`config.mk`:
```
export PLATFORM = sky130hd
export DESIGN_NAME = timer_event_ctrl
export DESIGN_NICKNAME = d
export VERILOG_FILES = /design/src/timer_evt_pkg.sv /design/src/timer_event_ctrl.sv
export SDC_FILE = /design/constraint.sdc
export NUM_CORES = 1
export LEC_CHECK = 0
export ABC_AREA = 1
export BUFFER_PORTS_ARGS = -buffer_cell sky130_fd_sc_hd__buf_2
export CAP_MARGIN = 40
export CORE_MARGIN = 2
export CORE_UTILIZATION = 35
export DETAILED_ROUTE_END_ITERATION = 16
export PLACE_DENSITY = 0.54
export RECOVER_POWER = 50
export SLEW_MARGIN = 20
export SYNTH_ARGS = -nofsm -noshare
export SYNTH_HDL_FRONTEND = slang
export SYNTH_SLANG_ARGS = --single-unit
```
`constraint.sdc`:
```
create_clock -name ref_clk_i -period 2.9 [get_ports ref_clk_i]
set_input_delay 0.29 -clock ref_clk_i [delete_from_list [all_inputs] [get_ports ref_clk_i]]
set_output_delay 0.29 -clock ref_clk_i [all_outputs]
set_load 0.01 [all_outputs]
```
`src/timer_evt_pkg.sv`:
```
`default_nettype none
package timer_evt_pkg;
  // register byte offsets
  localparam logic [7:0] OFS_CONTROL = 8'h00;
  localparam logic [7:0] OFS_INT_ENABLE = 8'h0C;
  localparam logic [7:0] OFS_STATUS = 8'h10;
  localparam logic [7:0] OFS_EVENT_GEN = 8'h14;
  localparam logic [7:0] OFS_MODE_A = 8'h18;
  localparam logic [7:0] OFS_MODE_B = 8'h1C;
  localparam logic [7:0] OFS_CH_ENABLE = 8'h20;
  localparam logic [7:0] OFS_COUNTER = 8'h24;
  localparam logic [7:0] OFS_PRESCALE = 8'h28;
  localparam logic [7:0] OFS_RELOAD = 8'h2C;
  localparam logic [7:0] OFS_CC1 = 8'h34;
  localparam logic [7:0] OFS_CC4 = 8'h40;
  // software_event_trigger fields
  localparam int unsigned EG_UPDATE_BIT = 0;
  localparam int unsigned EG_CH1_BIT = 1;
  localparam int unsigned EG_TRIG_BIT = 6;
  localparam logic [15:0] EG_VALID_MASK = 16'h005F;
  // channel_mode_config_a / _b fields
  localparam int unsigned DIR_LSB = 0;
  localparam int unsigned FEN_BIT = 2;
  localparam int unsigned PEN_BIT = 3;
  localparam int unsigned MODE_LSB = 4;
  localparam int unsigned DIR2_LSB = 8;
  // control fields
  localparam int unsigned CTL_COUNT_EN_BIT = 0;
  localparam int unsigned CTL_SPM_BIT = 3;
  localparam int unsigned CTL_DOWN_BIT = 4;
  localparam int unsigned CTL_CENTER_LSB = 5;
  // interrupt / dma enable fields, status flag fields
  localparam int unsigned IEN_CH1_BIT = 1;
  localparam int unsigned DEN_CH1_BIT = 9;
  localparam int unsigned ST_UPDATE_BIT = 0;
  localparam int unsigned ST_CH1_BIT = 1;
  localparam int unsigned ST_TRIG_BIT = 6;
  localparam int unsigned ST_OVER1_BIT = 9;
  localparam logic [15:0] ST_VALID_MASK = 16'h1E5F;
  localparam int unsigned CHEN_STRIDE = 4;
  // reset values
  localparam logic [15:0] RST_ZERO = 16'h0000;
  localparam logic [15:0] RST_RELOAD = 16'hFFFF;
  localparam logic [1:0] PROTECT_FULL = 2'h3;
  typedef enum logic [1:0] {
    DIR_OUTPUT = 2'h0,
    DIR_INPUT_OWN = 2'h1,
    DIR_INPUT_NEIGHBOUR = 2'h2,
    DIR_INPUT_TRIGGER = 2'h3
  } dir_type;
  typedef enum logic [2:0] {
    CMP_FROZEN = 3'h0,
    CMP_SET_ON_MATCH = 3'h1,
    CMP_CLEAR_ON_MATCH = 3'h2,
    CMP_TOGGLE = 3'h3,
    CMP_FORCE_LOW = 3'h4,
    CMP_FORCE_HIGH = 3'h5,
    CMP_PWM_ONE = 3'h6,
    CMP_PWM_TWO = 3'h7
  } cmp_mode_type;
endpackage : timer_evt_pkg
`default_nettype wire

```
`src/timer_event_ctrl.sv`:
```
// The Avalon-MM slave port was left to the implementer.
`timescale 1ns/1ps
`default_nettype none
module timer_event_ctrl (
  // clock, reset, enable
  input wire logic ref_clk_i,
  input wire logic sys_rst_i,
  input wire logic clk_en_i,
  // register bus
  input wire logic [7:0] avs_address_i,
  input wire logic avs_read_i,
  input wire logic avs_write_i,
  input wire logic [31:0] avs_writedata_i,
  input wire logic [3:0] avs_byteenable_i,
  output logic [31:0] avs_readdata_o,
  output logic avs_waitrequest_o,
  // timer side
  input wire logic [1:0] protect_level_i,
  input wire logic timer_input_one_i,
  input wire logic timer_input_two_i,
  input wire logic internal_trigger_source_i,
  input wire logic trigger_in_i,
  // events and outputs
  output logic ch1_output_reference_o,
  output logic update_event_o,
  output logic trigger_event_o,
  output logic [3:0] cc_irq_req_o,
  output logic [3:0] cc_dma_req_o,
  output logic [15:0] counter_value_o
);
  import timer_evt_pkg::*;

  typedef struct packed {
    logic bus_wait;
    logic [31:0] rdata;
    logic [15:0] control;
    logic [15:0] int_enable;
    logic [15:0] status;
    logic [15:0] event_gen;
    logic [15:0] mode_a;
    logic [15:0] mode_b;
    logic [15:0] ch_enable;
    logic [15:0] counter;
    logic [15:0] prescale;
    logic [15:0] psc_count;
    logic [15:0] reload;
    logic [3:0][15:0] cc_val;
    logic [15:0] cmp1_active;
    logic center_down;
    logic ch1_ref;
    logic [1:0] t1_sync;
    logic [1:0] t2_sync;
    logic ic1_prev;
    logic upd_evt;
    logic trg_evt;
    logic [3:0] irq;
    logic [3:0] dma;
  } state_type;

  state_type st;
  state_type next_st;
  logic wr;
  logic rd;
  logic [15:0] wd;
  logic [15:0] wmask;
  logic [15:0] flag_set;
  logic [15:0] flag_clr;
  logic [15:0] mode_new;
  logic [1:0] cc_idx;
  logic cc_hit;
  logic tick;
  logic upd;
  logic trg;
  logic ic1_src;
  logic ic1_edge;
  logic ch_evt;
  logic cap;
  logic m1;
  logic [1:0] dir1;
  logic [31:0] rmux;

  function automatic logic [15:0] merge16(input logic [15:0] old,
                                          input logic [15:0] val,
                                          input logic [15:0] m);
    return (old & ~m) | (val & m);
  endfunction : merge16

  function automatic logic [1:0] chan_dir(input logic [1:0] i,
                                          input logic [15:0] ma,
                                          input logic [15:0] mb);
    logic [1:0] d;
    case (i)
      2'h0: d = ma[DIR_LSB +: 2];
      2'h1: d = ma[DIR2_LSB +: 2];
      2'h2: d = mb[DIR_LSB +: 2];
      default: d = mb[DIR2_LSB +: 2];
    endcase
    return d;
  endfunction : chan_dir

  assign dir1 = st.mode_a[DIR_LSB +: 2];
  assign cc_hit = (avs_address_i >= OFS_CC1) && (avs_address_i <= OFS_CC4)
                  && (avs_address_i[1:0] == 2'h0);
  assign cc_idx = 2'((avs_address_i - OFS_CC1) >> 2);

  always_comb begin
    next_st = st;
    next_st.upd_evt = 1'b0;
    next_st.trg_evt = 1'b0;
    next_st.irq = 4'h0;
    next_st.dma = 4'h0;
    next_st.event_gen = RST_ZERO;
    flag_set = RST_ZERO;
    flag_clr = RST_ZERO;
    mode_new = st.mode_a;
    tick = 1'b0;
    upd = 1'b0;
    m1 = 1'b0;
    ch_evt = 1'b0;
    cap = 1'b0;
    rmux = 32'h0000_0000;
    wr = avs_write_i & ~st.bus_wait;
    rd = avs_read_i & ~st.bus_wait;
    wd = avs_writedata_i[15:0];
    wmask = {{8{avs_byteenable_i[1]}}, {8{avs_byteenable_i[0]}}};
    // pin synchronisers
    next_st.t1_sync = {st.t1_sync[0], timer_input_one_i};
    next_st.t2_sync = {st.t2_sync[0], timer_input_two_i};
    case (dir_type'(dir1))
      DIR_INPUT_OWN: ic1_src = st.t1_sync[1];
      DIR_INPUT_NEIGHBOUR: ic1_src = st.t2_sync[1];
      DIR_INPUT_TRIGGER: ic1_src = internal_trigger_source_i;
      default: ic1_src = 1'b0;
    endcase
    next_st.ic1_prev = ic1_src;
    ic1_edge = ic1_src & ~st.ic1_prev;
    // counter and prescaler
    if (st.event_gen[EG_UPDATE_BIT]) begin
      upd = 1'b1;
      next_st.psc_count = RST_ZERO;
      next_st.center_down = 1'b0;
      if (st.control[CTL_DOWN_BIT]
          && st.control[CTL_CENTER_LSB +: 2] == 2'h0) begin
        next_st.counter = st.reload;
      end else begin
        next_st.counter = RST_ZERO;
      end
    end else if (st.control[CTL_COUNT_EN_BIT]) begin
      if (st.psc_count == st.prescale) begin
        next_st.psc_count = RST_ZERO;
        tick = 1'b1;
      end else begin
        next_st.psc_count = st.psc_count + 16'h0001;
      end
    end
    if (tick) begin
      if (st.control[CTL_CENTER_LSB +: 2] != 2'h0) begin
        if (st.center_down) begin
          next_st.counter = st.counter - 16'h0001;
          if (st.counter == 16'h0001) begin
            next_st.center_down = 1'b0;
            upd = 1'b1;
          end
        end else begin
          next_st.counter = st.counter + 16'h0001;
          if (st.counter + 16'h0001 >= st.reload) begin
            next_st.center_down = 1'b1;
          end
        end
      end else if (st.control[CTL_DOWN_BIT]) begin
        if (st.counter == RST_ZERO) begin
          next_st.counter = st.reload;
          upd = 1'b1;
        end else begin
          next_st.counter = st.counter - 16'h0001;
        end
      end else if (st.counter == st.reload) begin
        next_st.counter = RST_ZERO;
        upd = 1'b1;
      end else begin
        next_st.counter = st.counter + 16'h0001;
      end
      if (upd && st.control[CTL_SPM_BIT]) begin
        next_st.control[CTL_COUNT_EN_BIT] = 1'b0;
      end
    end
    if (upd) begin
      next_st.psc_count = RST_ZERO;
      next_st.upd_evt = 1'b1;
      flag_set[ST_UPDATE_BIT] = 1'b1;
      if (st.mode_a[PEN_BIT]) begin
        next_st.cmp1_active = st.cc_val[0];
      end
    end
    trg = st.event_gen[EG_TRIG_BIT] | trigger_in_i;
    next_st.trg_evt = trg;
    flag_set[ST_TRIG_BIT] = trg;
    // capture / compare channels
    for (int i = 0; i < 4; i++) begin
      if (chan_dir(2'(i), st.mode_a, st.mode_b) == DIR_OUTPUT) begin
        ch_evt = st.event_gen[EG_CH1_BIT + i]
                 | (tick && st.counter
                    == ((i == 0) ? st.cmp1_active : st.cc_val[i]));
        cap = 1'b0;
      end else begin
        cap = st.event_gen[EG_CH1_BIT + i] | ((i == 0) && ic1_edge);
        ch_evt = cap;
      end
      if (cap) begin
        next_st.cc_val[i] = st.counter;
        if (st.status[ST_CH1_BIT + i]) begin
          flag_set[ST_OVER1_BIT + i] = 1'b1;
        end
      end
      if (ch_evt) begin
        flag_set[ST_CH1_BIT + i] = 1'b1;
        next_st.irq[i] = st.int_enable[IEN_CH1_BIT + i];
        next_st.dma[i] = st.int_enable[DEN_CH1_BIT + i];
      end
    end
    // channel 1 output reference
    m1 = (tick && st.counter == st.cmp1_active)
         | (trg & st.mode_a[FEN_BIT]);
    if (dir_type'(dir1) == DIR_OUTPUT) begin
      case (cmp_mode_type'(st.mode_a[MODE_LSB +: 3]))
        CMP_FROZEN: next_st.ch1_ref = st.ch1_ref;
        CMP_SET_ON_MATCH: next_st.ch1_ref = st.ch1_ref | m1;
        CMP_CLEAR_ON_MATCH: next_st.ch1_ref = st.ch1_ref & ~m1;
        CMP_TOGGLE: next_st.ch1_ref = st.ch1_ref ^ m1;
        CMP_FORCE_LOW: next_st.ch1_ref = 1'b0;
        CMP_FORCE_HIGH: next_st.ch1_ref = 1'b1;
        CMP_PWM_ONE: next_st.ch1_ref =
          (st.counter < st.cmp1_active) | (trg & st.mode_a[FEN_BIT]);
        default: next_st.ch1_ref =
          (st.counter >= st.cmp1_active) & ~(trg & st.mode_a[FEN_BIT]);
      endcase
    end
    // register writes
    if (wr) begin
      if (avs_address_i == OFS_CONTROL) begin
        next_st.control = merge16(st.control, wd, wmask);
      end else if (avs_address_i == OFS_INT_ENABLE) begin
        next_st.int_enable = merge16(st.int_enable, wd, wmask);
      end else if (avs_address_i == OFS_STATUS) begin
        flag_clr = wmask & ~wd & ST_VALID_MASK;
      end else if (avs_address_i == OFS_EVENT_GEN) begin
        next_st.event_gen = wd & wmask & EG_VALID_MASK;
      end else if (avs_address_i == OFS_MODE_A) begin
        mode_new = merge16(st.mode_a, wd, wmask);
        if (st.ch_enable[0]) begin
          mode_new[DIR_LSB +: 2] = st.mode_a[DIR_LSB +: 2];
        end
        if (st.ch_enable[CHEN_STRIDE]) begin
          mode_new[DIR2_LSB +: 2] = st.mode_a[DIR2_LSB +: 2];
        end
        if (protect_level_i == PROTECT_FULL
            && dir_type'(dir1) == DIR_OUTPUT) begin
          mode_new[PEN_BIT] = st.mode_a[PEN_BIT];
        end
        next_st.mode_a = mode_new;
      end else if (avs_address_i == OFS_MODE_B) begin
        mode_new = merge16(st.mode_b, wd, wmask);
        if (st.ch_enable[2 * CHEN_STRIDE]) begin
          mode_new[DIR_LSB +: 2] = st.mode_b[DIR_LSB +: 2];
        end
        if (st.ch_enable[3 * CHEN_STRIDE]) begin
          mode_new[DIR2_LSB +: 2] = st.mode_b[DIR2_LSB +: 2];
        end
        next_st.mode_b = mode_new;
      end else if (avs_address_i == OFS_CH_ENABLE) begin
        next_st.ch_enable = merge16(st.ch_enable, wd, wmask);
      end else if (avs_address_i == OFS_COUNTER) begin
        next_st.counter = merge16(st.counter, wd, wmask);
      end else if (avs_address_i == OFS_PRESCALE) begin
        next_st.prescale = merge16(st.prescale, wd, wmask);
      end else if (avs_address_i == OFS_RELOAD) begin
        next_st.reload = merge16(st.reload, wd, wmask);
      end else if (cc_hit) begin
        if (chan_dir(cc_idx, st.mode_a, st.mode_b) == DIR_OUTPUT) begin
          next_st.cc_val[cc_idx] = merge16(st.cc_val[cc_idx], wd, wmask);
          if (cc_idx == 2'h0 && !st.mode_a[PEN_BIT]) begin
            next_st.cmp1_active = merge16(st.cc_val[0], wd, wmask);
          end
        end
      end
    end
    if (rd && cc_hit) begin
      flag_clr[ST_CH1_BIT + 32'(cc_idx)] = 1'b1;
    end
    // a flag set by hardware wins over a clear in the same cycle
    next_st.status = (st.status & ~flag_clr) | flag_set;
    // read mux, upper half-word and the write-only event register read zero
    if (avs_address_i == OFS_CONTROL) begin
      rmux[15:0] = st.control;
    end else if (avs_address_i == OFS_INT_ENABLE) begin
      rmux[15:0] = st.int_enable;
    end else if (avs_address_i == OFS_STATUS) begin
      rmux[15:0] = st.status;
    end else if (avs_address_i == OFS_MODE_A) begin
      rmux[15:0] = st.mode_a;
    end else if (avs_address_i == OFS_MODE_B) begin
      rmux[15:0] = st.mode_b;
    end else if (avs_address_i == OFS_CH_ENABLE) begin
      rmux[15:0] = st.ch_enable;
    end else if (avs_address_i == OFS_COUNTER) begin
      rmux[15:0] = st.counter;
    end else if (avs_address_i == OFS_PRESCALE) begin
      rmux[15:0] = st.prescale;
    end else if (avs_address_i == OFS_RELOAD) begin
      rmux[15:0] = st.reload;
    end else if (cc_hit) begin
      rmux[15:0] = st.cc_val[cc_idx];
    end
    // one wait state per access
    if ((avs_read_i | avs_write_i) && st.bus_wait) begin
      next_st.bus_wait = 1'b0;
      next_st.rdata = rmux;
    end else begin
      next_st.bus_wait = 1'b1;
    end
  end

  always_ff @(posedge ref_clk_i) begin
    if (sys_rst_i) begin
      st <= '0;
      st.bus_wait <= 1'b1;
      st.reload <= RST_RELOAD;
    end else if (clk_en_i) begin
      st <= next_st;
    end
  end

  assign avs_readdata_o = st.rdata;
  assign avs_waitrequest_o = st.bus_wait;
  assign ch1_output_reference_o = st.ch1_ref;
  assign update_event_o = st.upd_evt;
  assign trigger_event_o = st.trg_evt;
  assign cc_irq_req_o = st.irq;
  assign cc_dma_req_o = st.dma;
  assign counter_value_o = st.counter;
endmodule : timer_event_ctrl
`default_nettype wire

```
==> results.json <==
{
  "status": "complete, no violations",
  "hold_viol": 0,
  "worstSetupPathType": "flip-flop to flip-flop",
  "critPathLaunchType": "flip-flop",
  "io-pin-count": 115,
  "ir_worst_vdd_mv": 0.4082,
  "ys_async_sr_fraction_pct": 0,
  "drv_slew": 0,
  "area_growth_pct": 12.27,
  "wl_met3_mm": 7.549,
  "dp_hpwl_mm": 66.38,
  "vias": 21530,
  "fin_crit_sh_pct": 94.91,
  "netlist_top_cells_area": "dfxtp_1 29%, nand2_1 15%, a21oi_1 7.0%",
  "wirelength_mm": 89.74,
  "rsz0062_at_grt": "no",
  "synth-seq-cells": 276,
  "ys_seq_area_share_pct": 28.65,
  "start_util_pct": 35.21,
  "synth_top_area_share_pct": 28.65,
  "clock-root-buffer": "clkbuf_16",
  "cap_violations": 0,
  "synth_top_cell_by_area": "dfxtp_1",
  "synth_flop_cell": "dfxtp_1",
  "antenna_found_initial": 0,
  "required_ps": 3330,
  "crit_path_end_kind": "flip-flop",
  "cts_buffers": 35,
  "top_layer": "met4",
  "post-route-drc-count": 0,
  "hold_path_class": "input port to flip-flop",
  "die_h_um": 238.7,
  "dpl_cell_area_sq_um": 20640,
  "netlist_area_sq_um": 19290,
  "avgSynthCellArea_sq_um": 6.439,
  "fin_skew_ps": 23.59,
  "cts.sinks": 276,
  "cp.arrival_ps": 3180,
  "wl_per_cell_um": 23.78,
  "tns_ps": 0,
  "synth_warnings": 0,
  "worstSkewPairLatency_ps": 580,
  "path_clk_slew_ps": 60,
  "place_congestion": 0.9904,
  "grt_pass1_vias": 19810,
  "grt_pass1_wl_mm": 131.4,
  "synth_cell_types": 58,
  "synth_commonest_cells": "796 x nand2_1, 276 x dfxtp_1, 269 x a21oi_1, 256 x nor2_1, 247 x inv_1",
  "grt_max_degree": 102,
  "path_max_fanout": 4,
  "worst_pin_slew_ps": 1128,
  "antenna_cells": 0,
  "worstHoldStart": "avs_writedata_i[3]",
  "drive_gt1_share_pct": 11.89,
  "core_area_sq_um": 54770,
  "final_area_sq_um": 21650,
  "nets": 3150,
  "period_needed_ps": 2752,
  "fp.dieW_um": 238.7,
  "max-slew-margin-rel_pct": 24.52,
  "reg2reg_depth": 15,
  "first_pass_iters": 6,
  "synth_cells": 2995,
  "route.met2.wl_mm": 39.74,
  "drt_iter0_markers": 2489,
  "hold_path_depth": 3,
  "synth.most_common_cell": "nand2_1",
  "synth-edff-count": 0,
  "finalSetupViolations": 0,
  "port_buffers": 80,
  "timing.hold.ws_ps": 54.94,
  "rows": 86,
  "cts_tree": "done",
  "routedLengthMet1_mm": 37.47,
  "track_usage_pct": 30.96,
  "ctsLongestPathBuffers": 3,
  "ant_nets": 0,
  "leakage_nw": 8.969,
  "cts.htree.levels": 2,
  "power_density_nw_per_um2": 416.4,
  "clock.fmax_mhz": 363.3,
  "dieArea_sq_um": 57000,
  "grt.overflow.total": 0,
  "vias_per_cell": 5.705
}
final timing paths:
| check | slack (ps) | to |
|---|---|---|
| setup reg to reg | 150 | st[16]$_SDFFE_PP0P_ |
| hold / removal | 50 | flip-flop |
| setup / recovery | 150 | st[16]$_SDFFE_PP0P_ |
| hold reg to reg | 450 | flip-flop |
layout make-up:
| class | count | area (sq um) |
|---|---|---|
| clock buffers | 49 | 988.4 |
| clock inverters | 9 | 83.83 |
| fillers | 5934 | 33120 |
| inverters | 280 | 1054 |
| multi-input cells | 2223 | 11480 |
| flip-flops and latches | 276 | 5529 |
| well taps | 704 | 880.8 |
| repair buffers | 233 | 1635 |
where the power goes:
part           leakage (nW)  total, W  internal, W  switching, W
clock                 0.524   0.00425      0.00240       0.00185
combinational          6.22  0.000936     0.000240      0.000696
sequential             2.23   0.00383      0.00381     0.0000216
total                  8.97   0.00902      0.00645       0.00257
worst max-delay path, cell delays in order (launching register included):
cell	delay (ps)
dfxtp_1	370
ha_1	260
nand3_1	170
nor2_1	250
xor2_1	310
ha_1	300
nand4_1	170
inv_1	60
nand2_1	60
o211ai_1	230
nand2_1	140
nand3_1	70
nand2_1	60
nand2_1	50
nand2_1	50
a21oi_1	60
cells in the final DEF, fill, tap and decap left out, types with 14 or more instances in the layout:
master,instances
xor2_1,38
nor3_1,36
a21oi_2,18
conb_1,16
nand3_2,15
o21ai_0,208
nand2_1,798
nor2_2,17
nor2_1,262
o211ai_1,135
inv_1,248
buf_4,131
nand4_1,31
a31oi_1,14
clkbuf_16,36
dfxtp_1,273
nand3_1,132
a211oi_1,61
o221ai_1,16
a21oi_1,269
clkbuf_1,48
buf_2,48
inv_2,23
ha_1,46
cells by family (layout without fill, tap and decap cells):
logic type	count (synthesis)	after routing	share of synthesized area [%]
buffers and inverters	511	571	11.81
multiplexers	2	2	0.1103
flip-flops	276	276	28.65
adder cells (fa/ha/maj)	46	46	2.984
XOR/XNOR	44	44	1.998
AND/OR/NAND/NOR	1340	1340	30.30
other	1	16	0.01944
AO/OA/AOI/OAI	775	775	24.12
timing repair:
action	4_1_cts	5_1_grt
gates resized for setup	0	6
setup buffers	0	2
setup endpoints to repair	0	3
hold buffers	3	0
hold endpoints to repair	10	0
metal layers:
| metal | global-route usage (%) | vias up |
|---|---|---|
| met1 | 41.59 | 10200 |
| met3 | 3.891 | 214 |
| met2 | 48.54 | 1063 |
| li1 | - | 10050 |
| met5 | 0 | - |
| met4 | 16.08 | 0 |
metrics by stage:
stage	total power (W)	instances	util [%]	setup slack (ps)
finish	0.009017	3774	39.53	147.7
global route	0.009259	3774	39.53	9.477
CTS	0.009037	3771	39.70	17.45
detailed placement	0.004821	3710	37.69	-62.51
global placement	0.004808	3708	37.59	-92.98
floorplan	0.004417	3010	-	525.2
Note: power is estimated with default switching activity, not from simulation.
